[config.mk]
export PLATFORM = sky130hd
export DESIGN_NAME = wdt_top
export DESIGN_NICKNAME = d
export VERILOG_FILES = /design/src/logic/wdt_pkg.sv /design/src/logic/wdt_top.sv /design/src/logic/wdt_unlock.sv
export VERILOG_INCLUDE_DIRS = /design/src /design/src/logic
export SDC_FILE = /design/constraint.sdc
export NUM_CORES = 1
export LEC_CHECK = 0
export ABC_AREA = 0
export BUFFER_PORTS_ARGS = -buffer_cell sky130_fd_sc_hd__buf_2
export CAP_MARGIN = 20
export CORE_UTILIZATION = 59
export CTS_CLUSTER_DIAMETER = 50
export CTS_CLUSTER_SIZE = 10
export DETAILED_ROUTE_END_ITERATION = 16
export GPL_TIMING_DRIVEN = 0
export PLACE_DENSITY = 0.92
export SLEW_MARGIN = 15
export SYNTH_ARGS = -nofsm -noshare
export SYNTH_HDL_FRONTEND = slang
export SYNTH_SLANG_ARGS = --single-unit
[constraint.sdc]
create_clock -name MCLK -period 2.09 [get_ports MCLK]
set_input_delay 0 -clock MCLK [delete_from_list [all_inputs] [get_ports MCLK]]
set_output_delay 0 -clock MCLK [all_outputs]
set_load 0.01 [all_outputs]
[src/logic/wdt_map.svh]
// Register addresses, field positions, reset values and timing counts for the watchdog
`ifndef WDT_MAP_SVH
`define WDT_MAP_SVH
`define WDT_ADDR_CLKSEL 8'h8E
`define WDT_ADDR_CTRL 8'hD8
`define WDT_ADDR_XIE 8'hE8
`define WDT_ADDR_TA 8'hC7
`define WDT_BIT_SEL_HI 7
`define WDT_BIT_SEL_LO 6
`define WDT_BIT_IRQ_FLAG 3
`define WDT_BIT_RST_FLAG 2
`define WDT_BIT_RST_EN 1
`define WDT_BIT_RESTART 0
`define WDT_BIT_IRQ_EN 6
`define WDT_RESET_CLKSEL 8'h00
`define WDT_RESET_CTRL 8'h00
`define WDT_RESET_XIE 8'h00
`define WDT_TA_KEY1 8'hAA
`define WDT_TA_KEY2 8'h55
`define WDT_TA_WINDOW 3
`define WDT_EARLY_CLKS 512
`define WDT_EXP_SEL0 17
`define WDT_EXP_SEL1 20
`define WDT_EXP_SEL2 23
`define WDT_EXP_SEL3 26
`endif

[src/logic/wdt_pkg.sv]
// Types shared by the watchdog design
package wdt_pkg;
   typedef enum logic [1:0] {
      WDT_TA_IDLE,
      WDT_TA_KEYED,
      WDT_TA_OPEN
   } wdt_ta_state_t;
endpackage

[src/logic/wdt_top.sv]
// Watchdog timer: time-out counter, flags, timed-access guard and register port
`include "wdt_map.svh"
module wdt_top
   import wdt_pkg::*;
#(
   parameter int CNT_W = 27,
   parameter int EXP0 = `WDT_EXP_SEL0,
   parameter int EXP1 = `WDT_EXP_SEL1,
   parameter int EXP2 = `WDT_EXP_SEL2,
   parameter int EXP3 = `WDT_EXP_SEL3,
   parameter int EARLY = `WDT_EARLY_CLKS
) (
   // Clock and reset
   input wire logic MCLK,
   input wire logic RST,
   // Special function register port
   input wire logic SFR_WR,
   input wire logic SFR_RD,
   input wire logic [7:0] SFR_ADDR,
   input wire logic [7:0] SFR_WDATA,
   output logic [7:0] SFR_RDATA,
   // Watchdog outputs
   output logic WDT_IRQ,
   output logic WDT_WAKE,
   output logic WDT_CPU_RESET
);
   logic [7:0] clksel_r;
   logic irq_en_r;
   logic [7:0] xie_rest_r;
   logic rst_en_r;
   logic irq_flag_r;
   logic rst_flag_r;
   logic [CNT_W-1:0] cnt_r;
   logic [CNT_W-1:0] irq_at;
   logic [CNT_W-1:0] rst_at;
   logic ta_open;
   logic wr_ctrl;
   logic restart;
   logic hit_irq;
   logic hit_rst;
   logic [7:0] rdata_nxt;

   // Time-out for a select code, shared by both thresholds
   function automatic logic [CNT_W-1:0] tmo(input logic [1:0] sel);
      logic [CNT_W-1:0] one;
      one = CNT_W'(1);
      unique case (sel)
         2'b00: tmo = one << EXP0;
         2'b01: tmo = one << EXP1;
         2'b10: tmo = one << EXP2;
         2'b11: tmo = one << EXP3;
      endcase
   endfunction

   // Timed-access guard for protected bits
   wdt_unlock #(.WINDOW(`WDT_TA_WINDOW)) u_unlock (
      .MCLK(MCLK),
      .RST(RST),
      .wr_en(SFR_WR),
      .wr_addr(SFR_ADDR),
      .wr_data(SFR_WDATA),
      .open_o(ta_open)
   );

   assign wr_ctrl = SFR_WR && SFR_ADDR == `WDT_ADDR_CTRL;
   // Restart only honoured while unlocked
   assign restart = wr_ctrl && ta_open && SFR_WDATA[`WDT_BIT_RESTART];
   // Select bits 7 and 6, bit 7 the upper
   assign irq_at = tmo({clksel_r[`WDT_BIT_SEL_HI], clksel_r[`WDT_BIT_SEL_LO]});
   assign rst_at = irq_at + CNT_W'(EARLY);
   assign hit_irq = cnt_r == irq_at;
   assign hit_rst = cnt_r == rst_at;

   // Clock control register; timer speed bits stored for the core
   always_ff @(posedge MCLK) begin
      if (RST) begin
         clksel_r <= `WDT_RESET_CLKSEL;
      end else if (SFR_WR && SFR_ADDR == `WDT_ADDR_CLKSEL) begin
         clksel_r <= SFR_WDATA;
      end
   end

   // Extended interrupt enable; only the watchdog bit acts here
   always_ff @(posedge MCLK) begin
      if (RST) begin
         irq_en_r <= 1'b0;
         xie_rest_r <= `WDT_RESET_XIE;
      end else if (SFR_WR && SFR_ADDR == `WDT_ADDR_XIE) begin
         irq_en_r <= SFR_WDATA[`WDT_BIT_IRQ_EN];
         xie_rest_r <= SFR_WDATA;
      end
   end

   // Reset enable, guarded; plain writes are dropped silently
   always_ff @(posedge MCLK) begin
      if (RST) begin
         rst_en_r <= 1'b0;
      end else if (wr_ctrl && ta_open) begin
         rst_en_r <= SFR_WDATA[`WDT_BIT_RST_EN];
      end
   end

   // Counter runs every oscillator clock, saturating after reset point
   always_ff @(posedge MCLK) begin
      if (RST) begin
         cnt_r <= '0;
      end else if (restart) begin
         cnt_r <= '0;
      end else if (!hit_rst) begin
         cnt_r <= cnt_r + CNT_W'(1);
      end
   end

   // Sticky flags; a hit in the clearing cycle wins over the clear unless that write also restarts
   always_ff @(posedge MCLK) begin
      if (RST) begin
         irq_flag_r <= 1'b0;
         rst_flag_r <= 1'b0;
      end else begin
         if (hit_irq && !restart) begin
            irq_flag_r <= 1'b1;
         end else if (wr_ctrl && !SFR_WDATA[`WDT_BIT_IRQ_FLAG]) begin
            irq_flag_r <= 1'b0;
         end
         if (hit_rst && !restart) begin
            rst_flag_r <= 1'b1;
         end else if (wr_ctrl && !SFR_WDATA[`WDT_BIT_RST_FLAG]) begin
            rst_flag_r <= 1'b0;
         end
      end
   end

   // Interrupt independent of reset enable; also the wake source
   assign WDT_IRQ = irq_flag_r && irq_en_r;
   assign WDT_WAKE = WDT_IRQ;
   // CPU reset held from expiry until restart when enabled
   assign WDT_CPU_RESET = rst_en_r && hit_rst && !restart;

   // Read mux; unmapped addresses read zero
   always_comb begin
      rdata_nxt = 8'h00;
      unique case (SFR_ADDR)
         `WDT_ADDR_CLKSEL: rdata_nxt = clksel_r;
         `WDT_ADDR_CTRL: begin
            rdata_nxt[`WDT_BIT_IRQ_FLAG] = irq_flag_r;
            rdata_nxt[`WDT_BIT_RST_FLAG] = rst_flag_r;
            rdata_nxt[`WDT_BIT_RST_EN] = rst_en_r;
         end
         `WDT_ADDR_XIE: begin
            rdata_nxt = xie_rest_r;
            rdata_nxt[`WDT_BIT_IRQ_EN] = irq_en_r;
         end
         default: rdata_nxt = 8'h00;
      endcase
   end

   // Registered read data, one cycle after the read strobe
   always_ff @(posedge MCLK) begin
      if (RST) begin
         SFR_RDATA <= 8'h00;
      end else if (SFR_RD) begin
         SFR_RDATA <= rdata_nxt;
      end
   end

   // Checker helper: cycles since the interrupt point, frozen at the reset point.
   // Kept apart from the main counter so a skipped count shows up as a wrong gap.
   logic [CNT_W-1:0] gap_r;

   always_ff @(posedge MCLK) begin
      if (RST) begin
         gap_r <= '0;
      end else if (restart) begin
         gap_r <= '0;
      end else if (hit_irq) begin
         gap_r <= CNT_W'(1);
      end else if (gap_r != '0 && !hit_rst) begin
         gap_r <= gap_r + CNT_W'(1);
      end
   end

   // Interrupt flag sets at the selected time-out
   a_irq_sets: assert property (@(posedge MCLK) disable iff (RST)
      hit_irq && !restart |=> irq_flag_r)
      else $error("interrupt flag missed at time-out");
   a_restart_zero: assert property (@(posedge MCLK) disable iff (RST)
      restart |=> cnt_r == '0)
      else $error("restart did not clear counter");

   // Reset output follows the expiry only while the function is enabled
   a_reset_out: assert property (@(posedge MCLK) disable iff (RST)
      $rose(rst_flag_r) && rst_en_r && !restart |-> WDT_CPU_RESET)
      else $error("cpu reset missing at expiry");
   a_reset_off: assert property (@(posedge MCLK) disable iff (RST)
      !rst_en_r |-> !WDT_CPU_RESET)
      else $error("cpu reset while function disabled");

   // Guarded bits never move while locked
   a_guard_en: assert property (@(posedge MCLK) disable iff (RST)
      !$past(ta_open) && !$stable(rst_en_r) |-> 1'b0)
      else $error("reset enable changed while locked");
   a_guard_restart: assert property (@(posedge MCLK) disable iff (RST)
      wr_ctrl && !ta_open |=> cnt_r != '0)
      else $error("locked write restarted the counter");

   // Interrupt flag leads the reset flag by the early gap
   a_early_gap: assert property (@(posedge MCLK) disable iff (RST)
      hit_rst && !$past(hit_rst) && gap_r != '0 |-> gap_r == CNT_W'(EARLY))
      else $error("early interrupt gap wrong");
   a_rst_sets: assert property (@(posedge MCLK) disable iff (RST)
      hit_rst && !restart |=> rst_flag_r)
      else $error("reset flag missed at expiry");
   a_gap_order: assert property (@(posedge MCLK) disable iff (RST)
      rst_at > irq_at)
      else $error("reset point not after interrupt point");

   // Interrupt request gated by its own enable, blind to reset enable
   a_irq_gate: assert property (@(posedge MCLK) disable iff (RST)
      irq_flag_r && irq_en_r |-> WDT_IRQ)
      else $error("interrupt not raised when enabled");
   a_irq_off: assert property (@(posedge MCLK) disable iff (RST)
      !irq_en_r |-> !WDT_IRQ)
      else $error("interrupt raised while masked");
   a_irq_indep: assert property (@(posedge MCLK) disable iff (RST)
      $changed(rst_en_r) && $stable(irq_flag_r) && $stable(irq_en_r) |-> $stable(WDT_IRQ))
      else $error("interrupt moved with reset enable");
   a_wake_tracks: assert property (@(posedge MCLK) disable iff (RST)
      WDT_WAKE == WDT_IRQ)
      else $error("wake differs from interrupt");

   // Select decode, bit 7 the upper select bit
   a_sel_code0: assert property (@(posedge MCLK) disable iff (RST)
      clksel_r[7:6] == 2'b00 |-> irq_at == CNT_W'(1) << EXP0)
      else $error("time-out for code 0 wrong");
   a_sel_code1: assert property (@(posedge MCLK) disable iff (RST)
      clksel_r[7:6] == 2'b01 |-> irq_at == CNT_W'(1) << EXP1)
      else $error("time-out for code 1 wrong");
   a_sel_code2: assert property (@(posedge MCLK) disable iff (RST)
      clksel_r[7:6] == 2'b10 |-> irq_at == CNT_W'(1) << EXP2)
      else $error("time-out for code 2 wrong");
   a_sel_code3: assert property (@(posedge MCLK) disable iff (RST)
      clksel_r[7:6] == 2'b11 |-> irq_at == CNT_W'(1) << EXP3)
      else $error("time-out for code 3 wrong");

   // Flags hold where nothing moves them; counter advances until the reset point
   a_flag_hold: assert property (@(posedge MCLK) disable iff (RST)
      irq_flag_r && !wr_ctrl |=> irq_flag_r)
      else $error("interrupt flag dropped by itself");
   a_count_runs: assert property (@(posedge MCLK) disable iff (RST)
      !restart && !hit_rst |=> cnt_r == $past(cnt_r) + CNT_W'(1))
      else $error("counter failed to advance");
   c_irq: cover property (@(posedge MCLK) $rose(irq_flag_r));
   c_reset: cover property (@(posedge MCLK) WDT_CPU_RESET);
   a_rst_hold: assert property (@(posedge MCLK) disable iff (RST)
      rst_flag_r && !wr_ctrl |=> rst_flag_r)
      else $error("reset flag dropped by itself");
   a_irq_clear: assert property (@(posedge MCLK) disable iff (RST)
      wr_ctrl && !SFR_WDATA[`WDT_BIT_IRQ_FLAG] && !hit_irq |=> !irq_flag_r)
      else $error("interrupt flag not cleared by write");
   a_sel_kept: assert property (@(posedge MCLK) disable iff (RST)
      restart |=> $stable(clksel_r))
      else $error("restart altered the selection");
   a_count_stop: assert property (@(posedge MCLK) disable iff (RST)
      hit_rst && !restart |=> cnt_r == $past(cnt_r))
      else $error("counter ran past the reset point");

   // Read data loads on the strobe and holds otherwise
   a_rdata_load: assert property (@(posedge MCLK) disable iff (RST)
      SFR_RD |=> SFR_RDATA == $past(rdata_nxt))
      else $error("read data not loaded");
   a_rdata_hold: assert property (@(posedge MCLK) disable iff (RST)
      !SFR_RD |=> $stable(SFR_RDATA))
      else $error("read data changed without a read");
   a_restart_reads0: assert property (@(posedge MCLK) disable iff (RST)
      SFR_RD && SFR_ADDR == `WDT_ADDR_CTRL |=> !SFR_RDATA[`WDT_BIT_RESTART])
      else $error("restart bit read back as one");

   c_restart: cover property (@(posedge MCLK) restart);
   c_wake: cover property (@(posedge MCLK) WDT_WAKE);
   c_locked_write: cover property (@(posedge MCLK) wr_ctrl && !ta_open);
endmodule

[src/logic/wdt_unlock.sv]
// Timed-access unlock sequencer guarding protected watchdog bits
`include "wdt_map.svh"
module wdt_unlock
   import wdt_pkg::*;
#(
   parameter int WINDOW = `WDT_TA_WINDOW
) (
   // Clock and reset
   input wire logic MCLK,
   input wire logic RST,
   // Register write strobe
   input wire logic wr_en,
   input wire logic [7:0] wr_addr,
   input wire logic [7:0] wr_data,
   // Unlock state
   output logic open_o
);
   wdt_ta_state_t state_r;
   logic [3:0] cnt_r;

   // Two keys in order, then a short window for one protected write
   always_ff @(posedge MCLK) begin
      if (RST) begin
         state_r <= WDT_TA_IDLE;
         cnt_r <= 4'h0;
      end else begin
         unique case (state_r)
            WDT_TA_IDLE: begin
               if (wr_en && wr_addr == `WDT_ADDR_TA && wr_data == `WDT_TA_KEY1) begin
                  state_r <= WDT_TA_KEYED;
                  cnt_r <= 4'(WINDOW);
               end
            end
            WDT_TA_KEYED: begin
               if (wr_en && wr_addr == `WDT_ADDR_TA && wr_data == `WDT_TA_KEY2) begin
                  state_r <= WDT_TA_OPEN;
                  cnt_r <= 4'(WINDOW);
               end else if (wr_en || cnt_r == 4'h0) begin
                  state_r <= WDT_TA_IDLE;
               end else begin
                  cnt_r <= cnt_r - 4'h1;
               end
            end
            WDT_TA_OPEN: begin
               // Any write or the window expiring relocks; a single shot only
               if (wr_en || cnt_r == 4'h0) begin
                  state_r <= WDT_TA_IDLE;
               end else begin
                  cnt_r <= cnt_r - 4'h1;
               end
            end
         endcase
      end
   end

   assign open_o = (state_r == WDT_TA_OPEN);

   a_key_order: assert property (@(posedge MCLK) disable iff (RST)
      $rose(open_o) |-> $past(state_r) == WDT_TA_KEYED)
      else $error("unlock opened without first key");
endmodule

==> flow_summary_export.csv <==
group,metric,value,unit
outcome,status,"finished clean",
final_layout,multi_input_area,1800,um^2
routing,vias_per_cell,6.24,
min_path,hold_path.class,"primary input to register",
global_routing,gr-usage-all-layers,31.5,%
sta,fin_hold_ws,0.0525,ns
worst_setup_path,crit_path_cell_trace,"nor4_4 -> nand4_1 -> or4b_4 -> nor3_4 -> buf_2",
sta,fin_ws,0.0423,ns
worst_setup_path,crit_fanout,4,
global_routing,grt_pass1_wl,13000,um
worst_setup_path,slowest_stage,"or4b_4",
sta,maxSlewHeadroom,50.0,%
sta,fin_crit_sh,98.0,%
synth,synth_fp_nets,378,
final_layout,seqCellArea,1210,um^2
routing,first_iter_violations,381,
final_layout,drive_above_1_share,20.2,%
clock_network,clock_sinks,60,
final_layout,layout_commonest_cell,"dfxtp_1",
placement,io_buffers,29,
synth,yosysSeqAreaShare,39.2,%
run,cap_violations,0,
clock_network,clk_latency,0.35,ns
clock_network,clk_path_buf_depth,2,
final_layout,antenna_cells,0,
synth,synth_area,3060,um^2
sta,fin_crit,2.05,ns
worst_setup_path,cp_slowest_stage_delay,0.60,ns
placement,gp_congestion,0.915,
synth,ys_ff_latch,60,
synth,yosys.area.top_type,"dfxtp_1",
routing,drc_errors,0,
die,die_area,5480,um^2
clock_network,cts_buffers,9,
final_layout,final_cell_mix,"52 x dfxtp_1, 49 x nor2_1, 33 x buf_2",
min_path,holdPathStages,3,
final_layout,stdcell_count,473,
die,core,4850,um^2
worst_setup_path,critPathLaunchType,"register",
synth,syn_area_per_cell,8.69,um^2
sta,tightest_slew,0.746,ns
die,die_h,74.0,um
worst_setup_path,crit_arrival,2.05,ns
sta,fmax,488,MHz
final_layout,design_area,3670,um^2
global_routing,grt_max_degree,11,
clock_network,cts_root_buffer,"clkbuf_8",
routing,wl_per_cell,17.3,um
worst_setup_path,reg2reg_depth,5,
sta,setup_violations,0,
sta,fin_worst_skew,0.0124,ns
final_layout,fin_util,75.6,%
die,initial_core_util,63.1,%
worst_setup_path,crit_type,"register to output pin",
synth,ys_warn_count,0,
synth,netlist_instances,352,
sta,rsz0062_at_grt,"yes",
die,pin_count,31,
power_and_ir_drop,peakVddDrop,0.603,mV
routing,first_pass_iters,6,
sta,hold_viol_final,0,
worst_setup_path,worstSetupEndpointType,"output pin",
placement,dpl.hpwl,5230,um
global_routing,grt_overflow,0,
clock_network,clk_pin_slew,0.07,ns
synth,synth_edf_count,0,
die,die_x,74.0,um
clock_network,h-tree-depth,3,
worst_setup_path,worstPathRequired,2.09,ns
final_layout,nFillCells,320,
placement,place_area,3290,um^2
die,num_rows,25,
synth,ys_async_sr_fraction,0,%
synth,synth_cell_types,54,
sta,setup_tns,0,ns
synth,synth_top_cell_area_share,39.2,%
synth,synth.area.top_cells,"dfxtp_1 39%, nor2_1 6.1%, xor2_1 5.7%, nand3_1 4.4%, nand2_1 3.7%",
placement,place_ws,0.0378,ns
routing,finalWirelength,8170,um
final_layout,areaGrowthSynthToFinish,19.8,%
placement,dp_cells,448,
clock_network,cts_tree,"yes",
power_and_ir_drop,p_leak,1.45,nW
final_layout,num-nets-final,427,
routing,postRouteAntennaNets,0,
global_routing,grt_pass1_vias,2816,
power_and_ir_drop,power.total,2.55,mW
power_and_ir_drop,powerDensity,695,nW/um^2
global_routing,antenna_found_initial,0,
synth,ys_dominant_reg_cell,"dfxtp_1",
sta,maxSlewViolCount,0,
routing,num_vias,2952,
flip-flops by register name, indices dropped and copies added, names as in the netlist:
signal	flops
SFR_RDATA	8
u_unlock.cnt_r	4
rst_en_r	1
irq_flag_r	1
u_unlock.state_r	2
clksel_r	8
cnt_r	27
xie_rest_r	8
rst_flag_r	1
synthesized netlist by cell type, types with 2 or more instances:
cell type,count
ha_1,6
mux2i_1,9
nor3b_2,2
nor4_2,2
nor2b_1,4
buf_4,4
a21oi_1,13
a211oi_1,5
and3_1,7
nor3b_1,4
nor4_4,2
and4b_1,2
nand2b_1,3
or4bb_1,2
or4_1,2
nand2_1,30
a22o_1,9
xnor2_1,5
o21ai_0,8
o21a_1,2
clkbuf_1,5
a31oi_1,4
buf_2,4
and4_1,3
a22oi_1,5
nor3_1,4
nor2_1,50
nor3_2,2
xor2_1,20
nand3b_1,2
nand4_1,11
inv_1,9
and2_1,2
o21ai_1,2
dfxtp_1,60
nor4bb_1,3
o211ai_1,2
nand3_1,27
critical path: cells and delay by family, from the launching register on:
kind | cells | cell delay (ns)
simple gates | 4 | 1.19
flops | 1 | 0.35
buf+inv | 1 | 0.16
power by group:
part	switching (mW)	leakage (nW)	internal, mW
registers	0.0103	0.489	1.15
logic	0.0904	0.842	0.0644
clock network	0.459	0.116	0.769
timing repair:
action	in CTS	in global routing
hold endpoints to repair	17	0
buffers inserted	1	0
gates resized for setup	8	7
pin swaps	6	5
endpoints found under the setup margin	1	2
hold buffers	8	0
per-layer routing:
metal  routed length [um]  part of all wire (%)  track usage, %  vias up
met5                    0                     0               0        -
li1                     -                     -               -     1357
met4                  314                   3.8            16.7        0
met2                 3890                    48            50.5      182
met3                  658                   8.1            9.76       41
met1                 3310                    41            37.9     1372
logic make-up after synthesis:
logic type / after synthesis / synth area share, %
buf+inv: 22 / 3.35
simple gates: 172 / 31.7
mux: 10 / 3.31
flops: 60 / 39.2
compound gates: 57 / 12.8
xor+xnor: 25 / 7.15
fa+ha+maj: 6 / 2.45
final timing paths:
kind,slack (ns),to,start
setup reg to reg,0.06,cnt_r[2],cnt_r[4]
hold / removal,0.05,SFR_RDATA[1],RST
setup / recovery,0.04,WDT_CPU_RESET,cnt_r[4]
hold reg to reg,0.46,xie_rest_r[5],xie_rest_r[5]
final cells by class:
class,count,share of cell area (%)
Multi-Input combinational cell,270,49.1
Sequential cell,60,33.0
Timing Repair Buffer,38,6.35
Clock buffer,13,4.61
Tap cell,67,2.29
Buffer,13,1.88
Clock inverter,3,1.84
Inverter,9,0.922
Power figures use the tool's default switching activity.
